### src/common/i2c_ctrl_regs.svh
// Register offsets, field positions and reset values of the control layer
`ifndef I2C_CTRL_REGS_SVH
`define I2C_CTRL_REGS_SVH

`define OFS_OWN_ADDR   8'h00
`define OFS_INT_MASK   8'h04
`define OFS_INT_FLAGS  8'h08
`define OFS_SCL_LOW    8'h0c
`define OFS_SCL_HIGH   8'h10
`define OFS_BYTE_CNT   8'h14
`define OFS_RX_HOLD    8'h18
`define OFS_TGT_ADDR   8'h1c
`define OFS_TX_HOLD    8'h20
`define OFS_MODE_CTRL  8'h24
`define OFS_INT_VEC    8'h28
`define OFS_EXT_MODE   8'h2c
`define OFS_PRESCALE   8'h30

`define FLG_AL         0
`define FLG_NO_ACKNOWLEDGE_FLAG       1
`define FLG_REGISTERS_READY_FLAG       2
`define FLG_RRDY       3
`define FLG_XRDY       4
`define FLG_SCD        5
`define FLG_AAS        6
`define STS_AAS_BIT    9
`define STS_BUSY_BIT   12
`define FLAGS_RESET    7'h10

`define MODE_RUN_BIT   0
`define MODE_FREE_BIT  1
`define MODE_MST_BIT   2
`define MODE_RESET     16'h0000

`endif

### src/common/i2c_ctrl_pkg.sv
// Types shared by the control layer
package i2c_ctrl_pkg;
  typedef logic [6:0] flagVec_t;
  typedef enum logic [2:0] {
    VEC_NONE = 3'h0,
    VEC_AL   = 3'h1,
    VEC_NO_ACKNOWLEDGE_FLAG = 3'h2,
    VEC_REGISTERS_READY_FLAG = 3'h3,
    VEC_RRDY = 3'h4,
    VEC_XRDY = 3'h5,
    VEC_SCD  = 3'h6,
    VEC_AAS  = 3'h7
  } vecCode_t;
endpackage

### src/bus_cond_monitor.sv
// Line synchroniser and START/STOP detector for the two-wire bus
`timescale 1ns/1ps
`default_nettype none
module bus_cond_monitor (
  input  wire logic clk_sys,
  input  wire logic reset,
  input  wire logic scl_i,
  input  wire logic sda_i,
  output var  logic startSeen,
  output var  logic stopSeen,
  output var  logic busBusy
);
  logic [1:0] sclMeta_q;
  logic [1:0] sdaMeta_q;
  logic       sclOld_q;
  logic       sdaOld_q;

  // Two stages before any logic looks at the lines
  always_ff @(posedge clk_sys) begin
    if (reset) begin
      sclMeta_q <= 2'h3;
      sdaMeta_q <= 2'h3;
      sclOld_q  <= 1'b1;
      sdaOld_q  <= 1'b1;
    end else begin
      sclMeta_q <= {sclMeta_q[0], scl_i};
      sdaMeta_q <= {sdaMeta_q[0], sda_i};
      sclOld_q  <= sclMeta_q[1];
      sdaOld_q  <= sdaMeta_q[1];
    end
  end

  // Data edge while clock stays high marks a condition
  always_ff @(posedge clk_sys) begin
    if (reset) begin
      startSeen <= 1'b0;
      stopSeen  <= 1'b0;
    end else begin
      startSeen <= sclOld_q & sclMeta_q[1] & sdaOld_q & ~sdaMeta_q[1];
      stopSeen  <= sclOld_q & sclMeta_q[1] & ~sdaOld_q & sdaMeta_q[1];
    end
  end

  always_ff @(posedge clk_sys) begin
    if (reset) begin
      busBusy <= 1'b0;
    end else if (startSeen) begin
      busBusy <= 1'b1;
    end else if (stopSeen) begin
      busBusy <= 1'b0;
    end
  end
endmodule
`default_nettype wire

### src/i2c_ctrl_top.sv
// Reset, flag, vector, DMA and APB register control of a two-wire bus port
// What this block does
// - Run bit low: flags default, block disabled
// - While in software reset, release both pins
// - Hardware reset loads defaults, waits run bit
// - Reset clears errors, engine idles saving power
// - One dedicated interrupt output for all sources
// - Vector names event, read clears top flag
// - Pending flags after read: fresh interrupt
// - Flags always set; mask gates the interrupt
// - Arbitration lost or illegal condition sets flag
// - Master without acknowledge sets no-ack flag
// - Command complete sets registers-ready flag
// - Receive copy sets receive-ready flag
// - Transmit copy sets transmit-ready flag
// - STOP on bus sets stop-detected flag
// - Own or all-zero address sets slave flag
// - Receive copy issues receive DMA event
// - Transmit copy issues transmit DMA event
// - Suspend stops engine unless free-run set
// - Lost arbitration drops to slave receiver
// - Flags clear by writing one, zero ignored
`timescale 1ns/1ps
`default_nettype none
`include "i2c_ctrl_regs.svh"
module i2c_ctrl_top (
  input  wire logic        clk_sys,
  input  wire logic        reset,
  input  wire logic [7:0]  paddr,
  input  wire logic        psel,
  input  wire logic        penable,
  input  wire logic        pwrite,
  input  wire logic [31:0] pwdata,
  output var  logic [31:0] prdata,
  output var  logic        pready,
  output var  logic        pslverr,
  input  wire logic        scl_i,
  input  wire logic        sda_i,
  output var  logic        sclOut,
  output var  logic        sclOe,
  output var  logic        sdaOut,
  output var  logic        sdaOe,
  input  wire logic        engSclLow,
  input  wire logic        engSdaLow,
  input  wire logic        engMidByte,
  input  wire logic        evArbLost,
  input  wire logic        evNoAck,
  input  wire logic        evCmdDone,
  input  wire logic        evRxCopy,
  input  wire logic [7:0]  rxByte,
  input  wire logic        evTxCopy,
  input  wire logic        evAddrByte,
  input  wire logic [7:0]  addrByte,
  input  wire logic        emuSuspend,
  output var  logic        irq,
  output var  logic        rxDmaReq,
  output var  logic        txDmaReq,
  output var  logic        engineEnable,
  output var  logic [15:0] modeCtrl,
  output var  logic [7:0]  txByte,
  output var  logic [9:0]  ownAddr,
  output var  logic [9:0]  targetAddr,
  output var  logic [15:0] sclLowDiv,
  output var  logic [15:0] sclHighDiv,
  output var  logic [15:0] byteCount,
  output var  logic [7:0]  prescale,
  output var  logic [1:0]  extMode
);
  i2c_ctrl_pkg::flagVec_t flag_q;
  i2c_ctrl_pkg::flagVec_t flag_d;
  i2c_ctrl_pkg::flagVec_t mask_q;
  i2c_ctrl_pkg::flagVec_t flagSet;
  i2c_ctrl_pkg::flagVec_t flagClr;
  i2c_ctrl_pkg::vecCode_t vecNow;
  logic [7:0]  rxHold_q;
  logic [31:0] rdMux;
  logic        runBit;
  logic        freeBit;
  logic        accessCyc;
  logic        commit;
  logic        wrOk;
  logic        vecRead;
  logic        startSeen;
  logic        stopSeen;
  logic        busBusy;
  logic        addrMatch;
  logic        illegalCond;

  // Highest-priority pending flag, lowest index first
  function automatic i2c_ctrl_pkg::vecCode_t topCode(
    input i2c_ctrl_pkg::flagVec_t pend);
    topCode = i2c_ctrl_pkg::VEC_NONE;
    for (int i = 6; i >= 0; i--) begin
      if (pend[i]) begin
        topCode = i2c_ctrl_pkg::vecCode_t'(3'(i + 1));
      end
    end
  endfunction

  function automatic i2c_ctrl_pkg::flagVec_t codeBit(input logic [2:0] c);
    codeBit = '0;
    if (c != 3'h0) begin
      codeBit[c - 3'h1] = 1'b1;
    end
  endfunction

  function automatic logic isMapped(input logic [7:0] a);
    isMapped = (a[1:0] == 2'h0) && (a <= `OFS_PRESCALE);
  endfunction

  bus_cond_monitor uMon (
    .clk_sys   (clk_sys),
    .reset     (reset),
    .scl_i     (scl_i),
    .sda_i     (sda_i),
    .startSeen (startSeen),
    .stopSeen  (stopSeen),
    .busBusy   (busBusy)
  );

  assign runBit    = modeCtrl[`MODE_RUN_BIT];
  assign freeBit   = modeCtrl[`MODE_FREE_BIT];
  // Zero-wait decode would need a combinational prdata, so one extra cycle
  assign accessCyc = psel & penable & ~pready;
  assign commit    = psel & penable & pready;
  assign wrOk      = commit & pwrite & ~pslverr;
  assign vecRead   = commit & ~pwrite & (paddr == `OFS_INT_VEC);
  assign vecNow    = topCode(flag_q & mask_q);
  // 7-bit own address, read/write bit excluded; general call needs the whole byte zero
  assign addrMatch = (addrByte[7:1] == ownAddr[6:0]) || (addrByte == 8'h00);
  // Condition inside a byte cannot be legal
  assign illegalCond = (startSeen | stopSeen) & engMidByte;

  always_comb begin
    flagSet = '0;
    flagSet[`FLG_AL]   = evArbLost | illegalCond;
    flagSet[`FLG_NO_ACKNOWLEDGE_FLAG] = evNoAck & modeCtrl[`MODE_MST_BIT];
    flagSet[`FLG_REGISTERS_READY_FLAG] = evCmdDone;
    flagSet[`FLG_RRDY] = evRxCopy;
    flagSet[`FLG_XRDY] = evTxCopy;
    flagSet[`FLG_SCD]  = stopSeen;
    flagSet[`FLG_AAS]  = evAddrByte & addrMatch;
  end

  always_comb begin
    flagClr = '0;
    if (vecRead) begin
      flagClr = codeBit(prdata[2:0]);
    end
    if (wrOk && paddr == `OFS_INT_FLAGS) begin
      flagClr = flagClr | {pwdata[`STS_AAS_BIT], pwdata[5:0]};
    end
    flag_d = (flag_q & ~flagClr) | flagSet;
  end

  always_ff @(posedge clk_sys) begin
    if (reset || !runBit) begin
      flag_q <= `FLAGS_RESET;
    end else begin
      flag_q <= flag_d;
    end
  end

  always_ff @(posedge clk_sys) begin
    if (reset) begin
      ownAddr    <= '0;
      mask_q     <= '0;
      sclLowDiv  <= '0;
      sclHighDiv <= '0;
      byteCount  <= '0;
      targetAddr <= '0;
      txByte     <= '0;
      extMode    <= '0;
      prescale   <= '0;
    end else if (wrOk) begin
      case (paddr)
        `OFS_OWN_ADDR: ownAddr    <= pwdata[9:0];
        `OFS_INT_MASK: mask_q     <= pwdata[6:0];
        `OFS_SCL_LOW:  sclLowDiv  <= pwdata[15:0];
        `OFS_SCL_HIGH: sclHighDiv <= pwdata[15:0];
        `OFS_BYTE_CNT: byteCount  <= pwdata[15:0];
        `OFS_TGT_ADDR: targetAddr <= pwdata[9:0];
        `OFS_TX_HOLD:  txByte     <= pwdata[7:0];
        `OFS_EXT_MODE: extMode    <= pwdata[1:0];
        `OFS_PRESCALE: prescale   <= pwdata[7:0];
        default: ;
      endcase
    end
  end

  always_ff @(posedge clk_sys) begin
    if (reset) begin
      modeCtrl <= `MODE_RESET;
    end else begin
      if (wrOk && paddr == `OFS_MODE_CTRL) begin
        modeCtrl <= pwdata[15:0];
      end
      if (runBit && evArbLost) begin
        modeCtrl[`MODE_MST_BIT] <= 1'b0;
      end
    end
  end

  always_ff @(posedge clk_sys) begin
    if (reset) begin
      rxHold_q <= '0;
    end else if (runBit && evRxCopy) begin
      rxHold_q <= rxByte;
    end
  end

  always_comb begin
    rdMux = '0;
    case (paddr)
      `OFS_OWN_ADDR:  rdMux[9:0]  = ownAddr;
      `OFS_INT_MASK:  rdMux[6:0]  = mask_q;
      `OFS_INT_FLAGS: begin
        rdMux[5:0]           = flag_q[5:0];
        rdMux[`STS_AAS_BIT]  = flag_q[`FLG_AAS];
        rdMux[`STS_BUSY_BIT] = busBusy;
      end
      `OFS_SCL_LOW:   rdMux[15:0] = sclLowDiv;
      `OFS_SCL_HIGH:  rdMux[15:0] = sclHighDiv;
      `OFS_BYTE_CNT:  rdMux[15:0] = byteCount;
      `OFS_RX_HOLD:   rdMux[7:0]  = rxHold_q;
      `OFS_TGT_ADDR:  rdMux[9:0]  = targetAddr;
      `OFS_TX_HOLD:   rdMux[7:0]  = txByte;
      `OFS_MODE_CTRL: rdMux[15:0] = modeCtrl;
      `OFS_INT_VEC:   rdMux[2:0]  = vecNow;
      `OFS_EXT_MODE:  rdMux[1:0]  = extMode;
      `OFS_PRESCALE:  rdMux[7:0]  = prescale;
      default:        rdMux       = '0;
    endcase
  end

  // Read data and error frozen in the first access cycle
  always_ff @(posedge clk_sys) begin
    if (reset) begin
      pready  <= 1'b0;
      prdata  <= '0;
      pslverr <= 1'b0;
    end else begin
      pready <= accessCyc;
      if (accessCyc) begin
        prdata  <= pwrite ? 32'h0000_0000 : rdMux;
        pslverr <= ~isMapped(paddr);
      end
    end
  end

  always_ff @(posedge clk_sys) begin
    if (reset) begin
      irq <= 1'b0;
    end else begin
      irq <= (|(flag_q & mask_q)) & ~vecRead;
    end
  end

  always_ff @(posedge clk_sys) begin
    if (reset) begin
      rxDmaReq <= 1'b0;
      txDmaReq <= 1'b0;
    end else begin
      rxDmaReq <= runBit & evRxCopy;
      txDmaReq <= runBit & evTxCopy;
    end
  end

  always_ff @(posedge clk_sys) begin
    if (reset) begin
      engineEnable <= 1'b0;
    end else begin
      engineEnable <= runBit & ~(emuSuspend & ~freeBit);
    end
  end

  always_ff @(posedge clk_sys) begin
    if (reset) begin
      sclOe  <= 1'b0;
      sdaOe  <= 1'b0;
      sclOut <= 1'b0;
      sdaOut <= 1'b0;
    end else begin
      sclOe  <= runBit & engSclLow;
      sdaOe  <= runBit & engSdaLow;
      sclOut <= 1'b0;
      sdaOut <= 1'b0;
    end
  end
endmodule
`default_nettype wire

### config.mk
export PLATFORM = sky130hd
export DESIGN_NAME = i2c_ctrl_top
export DESIGN_NICKNAME = d
export VERILOG_FILES = /design/src/common/i2c_ctrl_pkg.sv /design/src/bus_cond_monitor.sv /design/src/i2c_ctrl_top.sv
export VERILOG_INCLUDE_DIRS = /design/src /design/src/common
export SDC_FILE = /design/constraint.sdc
export NUM_CORES = 1
export LEC_CHECK = 0
export BUFFER_PORTS_ARGS = -buffer_cell sky130_fd_sc_hd__clkbuf_2
export CORE_MARGIN = 3
export CORE_UTILIZATION = 40
export CTS_CLUSTER_DIAMETER = 100
export DETAILED_ROUTE_END_ITERATION = 8
export PLACE_DENSITY_LB_ADDON = 0.2
export SYNTH_ARGS = -nofsm -noshare
export SYNTH_HDL_FRONTEND = slang
export SYNTH_HIERARCHICAL = 1
export SYNTH_SLANG_ARGS = --single-unit
export TNS_END_PERCENT = 1
### constraint.sdc
create_clock -name clk_sys -period 2.4 [get_ports clk_sys]
set_clock_uncertainty 0.2 [all_clocks]
set_input_delay 0.24 -clock clk_sys [delete_from_list [all_inputs] [get_ports clk_sys]]
set_output_delay 0.24 -clock clk_sys [all_outputs]
set_load 0.1 [all_outputs]
==> results summary, run 1 <==
The number of endpoints failing setup at the final stage came out at 0. The number of warning messages in the yosys log is 6. The pin count of the biggest net entering global routing came out at 61. The buffer count from post-CTS setup fixing is 0. The path type of the worst min-delay path is in -> reg.

The reported max-cap violation count is 0. 217 I/O pins were placed. The worst slew margin relative to its limit came out at 61.1%.

The count of antenna-violating nets left after detailed routing is 0. The die boundary width came out at 140 microns. The final instance area is 9520 sq um. The final routed DRC violation total is 0. The clock period minus final worst setup slack came out at 2120 ps. The area taken by multi-input logic gates came out at 3720 sq um. The slew at the pin closest to its max-slew limit is 586 ps. The cell area after placement is 8620 sq um. The clock tree from TritonCTS is yes. The die covers between 15,000 and 20,000 sq um. The global-route total usage across every layer is 25.5%.

The H-tree depth came out at 4. After detailed routing, the number of vias per cell comes to about 5.4. The later pin in the worst-skew pair is clocked with a latency of 420 ps. After filler insertion, the fill cell instance count of the layout stands at 1,667. The average instance in the mapped netlist occupies 8.77 sq um.

The number of gates resized after CTS is 0. The placer congestion estimate came out at 0.984. The top cell type's share of synthesized area is 43.5%. Counting flops with a built-in enable in the synthesized netlist gives 0.

Among all flip-flop cells after synthesis, the most frequent one is sky130_fd_sc_hd__dfxtp_1. The diode insertion count for antenna repair is 0. No sink is reached through more buffers than the 2 on the longest clock path. The first global-routing pass estimated 39,000 microns of wire. The number of iterations in the first detailed-routing pass came out at 5. The cell area after synthesis came out at about 7200 sq um.

The number of global-route vias before repair is approximately 6,500. The detailed router placed 7,005 vias in this run. IR analysis of the VDD net gives a maximum drop of 0.000466 V. In this run the core area contains 48 standard-cell rows.

The share of final-layout standard cells stronger than drive strength 1 came out at 28.9%. Among all cell types in the netlist, the one instantiated most often is sky130_fd_sc_hd__dfxtp_1. Once the floorplan was initialized, standard cells occupied about two fifths of the core. The slowest stage of the critical path is the sky130_fd_sc_hd__or2_2 cell. The worst stage delay on the critical path is ~500 ps. Setup repair after global routing left no endpoint under its margin. The root buffer cell is sky130_fd_sc_hd__clkbuf_16. The leading area contributor after synthesis is sky130_fd_sc_hd__dfxtp_1. The height of the chip came out at 140 microns. The number of endpoints with negative hold slack in the final report was 0. After detailed routing, the average wire length per cell comes to between 15 and 20 microns. The largest fanout on the critical path is 13. Cells fill 54.5% of the core in the end. The required time of the worst setup path is 2500 ps. For this run, the post-layout net count is 1,128. In the finished design, the share of the clock period the worst path needs comes to around 88%. The total area of sequential cells came out at 3150 sq um. For this block, the initial DRC count from the detailed router was 646.

Counting instances in the post-synthesis netlist gives the leading cell types as sky130_fd_sc_hd__dfxtp_1, sky130_fd_sc_hd__nand2_1, sky130_fd_sc_hd__nor2_1. The worst setup path is captured at a register. The clock edge transition at the registers on the reported setup and hold paths came out at 60 ps. Data arrives at the worst endpoint at 2220 ps. The number of hold-repair buffers added at the cts stage came out at 29. The post-synthesis register bit count is 157.

The instance count of the mapped netlist is just over 800. Sorting the synthesized cells by area gives the leading types as sky130_fd_sc_hd__dfxtp_1, sky130_fd_sc_hd__mux2i_1, sky130_fd_sc_hd__nand2_1. The highest attainable clock frequency is ~470 MHz. The overall power is 0.00592 W. For this design the static power due to leakage is 3.75 nW. The share of the Yosys chip area taken by registers is 43.5%.

TritonCTS created 17 clock buffers. The run finished with clean final reports. The critical path is of the reg -> reg type. The post-detailed-routing wire length is 25,500 microns.

The number of antenna violations at the first check in global routing came to 0. Detailed placement finished with a half-perimeter wire length of 18,800 microns. The number of clock sinks seen by CTS came out at 157.

The launching element type of the critical path is a register. The signal on the critical path passes through nand3_1, or2_2, nor3_4, buf_12, mux2i_1, nor2_1. Dividing total power by cell area gives a power density of ~620 nW/um^2. Buffers placed on the I/O ports in this run total about 180. After global routing the overflow that remains totals 0. The max-slew violation count came to 0. The core area came out at 17,500 sq um.

The number of distinct standard cells referenced by the synthesized netlist came out at 65. The synthesis-to-layout area growth came out at 31.9%. The share of synthesized registers carrying an async set or reset is 0%.
-- placed cells by master, fill, tap and decap left out, types with 5 or more instances in the layout --
cell                            count
sky130_fd_sc_hd__a21oi_1           58
sky130_fd_sc_hd__a221oi_1           6
sky130_fd_sc_hd__a22o_1             9
sky130_fd_sc_hd__a22oi_1           34
sky130_fd_sc_hd__a31oi_1            7
sky130_fd_sc_hd__a32oi_1            9
sky130_fd_sc_hd__and2_1             6
sky130_fd_sc_hd__buf_12             5
sky130_fd_sc_hd__buf_4             58
sky130_fd_sc_hd__clkbuf_16         17
sky130_fd_sc_hd__clkbuf_2         181
sky130_fd_sc_hd__conb_1            18
sky130_fd_sc_hd__dfxtp_1          153
sky130_fd_sc_hd__dlygate4sd3_1     29
sky130_fd_sc_hd__inv_1              6
sky130_fd_sc_hd__mux2_2             8
sky130_fd_sc_hd__mux2i_1           81
sky130_fd_sc_hd__nand2_1          131
sky130_fd_sc_hd__nand2b_1           5
sky130_fd_sc_hd__nand3_1           19
sky130_fd_sc_hd__nor2_1            92
sky130_fd_sc_hd__nor2b_1            5
sky130_fd_sc_hd__nor3_2             5
sky130_fd_sc_hd__nor4_1             7
sky130_fd_sc_hd__o21ai_0           12
sky130_fd_sc_hd__o22ai_1            6
-- cells by family after synthesis --
kind of cell             after synthesis  synth area share (%)
adder cells (fa/ha/maj)                3                 0.485
flip-flops                           157                  43.5
AO/OA/AOI/OAI                        162                  14.9
XOR/XNOR                               7                 0.849
buffers and inverters                 85                  6.01
AND/OR/NAND/NOR                      317                  21.1
other                                  1                0.0520
multiplexers                          91                  13.1
-- power breakdown --
group	leakage [nW]	switching [W]	internal [W]	total, W
clock network	0.295	0.00108	0.00175	0.00284
logic	2.19	0.000339	0.000134	0.000472
registers	1.27	0.00000432	0.00261	0.00262
total	3.75	0.00142	0.00450	0.00592
-- registers in the layout (all words and copies together) (netlist names), 7 cells and up --
register    flops
byteCount      16
flag_q          7
mask_q          7
modeCtrl       16
ownAddr        10
prdata         16
prescale        8
rxHold_q        8
sclHighDiv     16
sclLowDiv      16
targetAddr     10
txByte          8
-- routing by layer --
| layer | wire length (microns) | up-vias | global-route usage [%] |
|---|---|---|---|
| li1 | - | 3356 | - |
| met1 | 11600 | 3323 | 36.3 |
| met2 | 11400 | 295 | 38.7 |
| met3 | 2060 | 31 | 6.42 |
| met4 | 501 | 0 | 7.04 |
| met5 | 0 | - | 0 |
-- cell type report --
class / count / share of cell area, %
Clock buffer: 19 / 4.65
Multi-Input combinational cell: 598 / 39.1
Clock inverter: 11 / 1.74
Timing Repair Buffer: 273 / 18.2
Inverter: 6 / 0.237
Tap cell: 225 / 2.96
Sequential cell: 157 / 33.1
-- stage by stage --
stage	setup TNS (ps)	std cells	worst slack (ps)	hold WS, ps
after global placement	0	1230	82.9	202
final	0	1289	284	17.1
after detailed placement	0	1230	71.7	203
after floorplan	-38.7	840	-3.88	109
after global routing	0	1289	160	47.9
after CTS	0	1289	274	20.2
-- critical path: cells and delay by family, from the launching register on --
family | cells | cell delay [ps]
buf+inv | 1 | 200
flops | 1 | 350
simple gates | 4 | 1000
mux | 1 | 230
-- path summary, 6_finish.rpt --
path	endpoint	startpoint	cells after the start	slack [ps]
worst max-delay path	byteCount[3]	pready	6	280
worst min-delay path	rxHold_q[3]	evRxCopy	3	20
worst max register to register	byteCount[3]	pready	6	280
worst min register to register	uMon/sdaMeta_q[1]	uMon/sdaMeta_q[0]	1	210
No activity file was read; power rests on OpenSTA's default activity.
==> run 2: changes to the inputs <==
- SLEW_MARGIN: default -> 20
- SYNTH_HIERARCHICAL: 1 -> default
==> run 2 against run 1 <==
Synthesized area up 0.54%; register-to-register slack worse by 60 ps; core utilization up 0.21 points; critical path depth unchanged; largest cell class unchanged; die area up 0.51%.
==> results summary, run 2 <==
The count of nets after finishing came out at 1,200. The clock edge transition at the registers on the reported setup and hold paths came out at 60 ps. The number of gates resized after CTS is 0.

The number of global-route vias before repair was between 7,000 and 8,000. The largest fanout on the critical path came out at 9. The die is about 140 microns tall. The H-tree depth came out at 4.

The number of core rows came out at 48. The number of endpoints failing setup at the final stage is 0. The biggest area contributor in the post-synthesis netlist is sky130_fd_sc_hd__dfxtp_1.

The placer congestion estimate is 0.949. The cell area after placement is 8720 sq um. The tightest min-delay check is of the in -> reg type. Buffers placed on the I/O ports in this run total 182. The combined buffer and inverter count along the critical path came out at 1. Setup repair after global routing left no endpoint under its margin. After the first detailed-routing iteration, the DRC count stood at just under 800.

In the final routed layout, each cell accounts on average for 20.2 microns. The worst path in the final design needs a cycle of 2170 ps, including I/O delays and setup. The kind of cell with the highest combined delay along the critical path is simple AND/OR/NAND/NOR gates.

The largest individual stage delay along the critical path comes from the cell sky130_fd_sc_hd__or2_2. The largest single stage delay on the critical path is about 500 ps. The routed layout has 7,494 vias.

The number of clock sinks seen by CTS came out at 157. The first global-routing pass estimated 41,600 microns of wire. The top cell types in the final layout, fill and taps aside, are sky130_fd_sc_hd__nand2_1, sky130_fd_sc_hd__clkbuf_2, sky130_fd_sc_hd__dfxtp_1. The instance count of the mapped netlist is slightly below 900. The reported max-cap violation count is 0.

The synthesis-to-layout area growth is 32.1%. The tree is rooted in a sky130_fd_sc_hd__clkbuf_16. The area taken by multi-input logic gates came out at 3760 sq um. The highest attainable clock frequency is 461 MHz.

The final routed DRC violation total came out at 0. The diode insertion count for antenna repair is 0. In this run, synthesis inferred 0 flip-flops with an integrated enable. The part of the cycle the worst path needs is 90.5%. The number of clock buffers added by TritonCTS is 17. The global-route total usage across every layer came out at 27.3%.

The die covers 19,800 sq um. STA puts the critical path data arrival time at 2250 ps. The most used flip-flop cell after synthesis is sky130_fd_sc_hd__dfxtp_1. The top-level port count is between 200 and 250. The pin count of the biggest net entering global routing is 76. The number of antenna violations at the first check in global routing was 2. The post-synthesis register bit count is between 150 and 200. At the pin with the least slew margin, the transition time is 799 ps. The final global-route overflow total came out at 0. The maximum resistive drop on vdd came out at 0.000478 V.

The most instantiated library cell after synthesis is sky130_fd_sc_hd__nand2_1. The number of distinct standard cells referenced by the synthesized netlist came out at 65. For this design the ratio of total power to cell area is 597 nW/um^2.

Counting instances in the post-synthesis netlist gives the leading cell types as sky130_fd_sc_hd__nand2_1, sky130_fd_sc_hd__dfxtp_1, sky130_fd_sc_hd__a21oi_1. The share of final-layout standard cells stronger than drive strength 1 is 27.2%. Walking the worst path, the cells encountered are nand3_1, or2_2, nor3_4, buf_4, mux2i_1, nor2_1. The filler cell count is 1,697. The worst setup path is captured at a register.

The portion of the post-synthesis area used by sequential elements is a little over two fifths. Registers take around 3200 sq um. The core area is around 18,000 sq um. The post-detailed-route via-to-cell ratio is roughly 5.5. The number of warning messages in the yosys log is 0. The first detailed-routing pass took 5 iterations. Measured on the finished design, the core utilization comes to 54.7%. The die boundary width came out at ~140 microns. TritonCTS built the clock tree. The type of the worst setup path is reg -> reg. Summed over all nets, the half-perimeter wirelength after detailed placement is 20,200 microns. The number of endpoints with negative hold slack in the final report is 0.

The required time of the worst setup path came out at around 2500 ps. Clock latency on the worst-skew pair, taken at its later pin, is 430 ps. The worst slew margin relative to its limit is a little under half.

Summed over its instances, the top area cell type makes up 43.3% of the synthesized netlist area. In this run the post-CTS setup repair buffer count came out at 0. The final instance area came out at roughly 9600 sq um.

The clock passes through at most 2 buffers. A synthesized cell averages 8.18 sq um. The total instance count after detailed placement is 1,301.

The initial core utilization is 41.4%. The count of antenna-violating nets left after detailed routing came out at 0. By area the synthesized netlist is led by sky130_fd_sc_hd__dfxtp_1, sky130_fd_sc_hd__nand2_1, sky130_fd_sc_hd__a21oi_1. The accumulated negative setup slack is 0 ps. The overall power is 0.00573 W.

The share of synthesized registers carrying an async set or reset is 0%. The cell area after synthesis is between 7000 and 8000 sq um. The flow ran to the end, and the final reports show no timing, DRC or antenna violations.

The max-slew violation count was 0. The finished layout holds about 1,400 standard cells, fillers aside. The post-detailed-routing wire length is 27,500 microns. The worst setup path is launched from a register. The most common cell after layout, fill and taps aside is sky130_fd_sc_hd__nand2_1.

The leakage power of the design came out at 3.76 nW.
run 2: cell types whose count changed after synthesis, sizes merged, moves of 3 or more:
cell | before | now
a21oi | 58 | 114
a22o | 9 | 12
a22oi | 34 | 15
a32o | 1 | 5
clkbuf | 37 | 32
mux2 | 8 | 5
mux2i | 81 | 37
nand2 | 132 | 228
nand3 | 19 | 27
nor2 | 93 | 50
nor4 | 10 | 7
o21ai | 12 | 16
o2bb2ai | 0 | 4
run 2: metal layers:
metal | vias to the layer above | global-route usage (%) | routed length, microns
met1 | 3545 | 36.9 | 11900
met2 | 347 | 43.5 | 12600
met5 | - | 0 | 13
li1 | 3559 | - | -
met4 | 2 | 8.26 | 571
met3 | 41 | 6.55 | 2420
run 2: kinds of logic (layout without fill, tap and decap cells):
logic type / count (synthesis) / in the layout / synth area share (%)
xor gates and xnor gates: 9 / 9 / 1.09
and+or+nand+nor: 380 / 380 / 24.5
other: 1 / 18 / 0.0517
adders and majority gates: 2 / 2 / 0.345
AOI/OAI and AO/OA: 212 / 212 / 18.5
buffers and inverters: 82 / 316 / 5.71
DFF: 157 / 157 / 43.3
muxes: 44 / 44 / 6.50
run 2: worst min-delay path, stage by stage:
cell and delay (ps):
sky130_fd_sc_hd__clkbuf_2 110, sky130_fd_sc_hd__and3b_1 210, sky130_fd_sc_hd__a211oi_1 80
run 2: where the power goes:
part	leakage, nW	switching [W]	internal, W
clock network	0.273	0.00112	0.00149
logic	2.22	0.000362	0.000142
registers	1.27	0.00000414	0.00261
total	3.76	0.00149	0.00424
run 2: area by class of cell:
cell class,instances,share of cell area (%)
multi-input combinational,665,39.3
sequential,157,32.9
timing repair buffer,276,18.7
clock buffer,20,4.76
tap,225,2.94
clock inverter,12,1.16
inverter,8,0.313
run 2: what timing repair did:
action	in CTS	in global routing
hold buffers	30	0
endpoints found under the setup margin	0	0
hold endpoints to repair	59	0
run 2: stage by stage:
stage	hold slack (ps)	setup WS [ps]
4_1_cts	33.2	265
3_5_place_dp	194	60.3
6_report	55.9	229
2_1_floorplan	134	-16.2
5_1_grt	43.0	107
3_3_place_gp	201	59.2
run 2: final timing paths:
path,start,to,slack [ps],depth (start not counted)
max,pready,modeCtrl[12],230,6
min,penable,pslverr,60,3
max reg2reg,pready,modeCtrl[12],230,6
min reg2reg,uMon.sdaOld_q,uMon.stopSeen,220,1
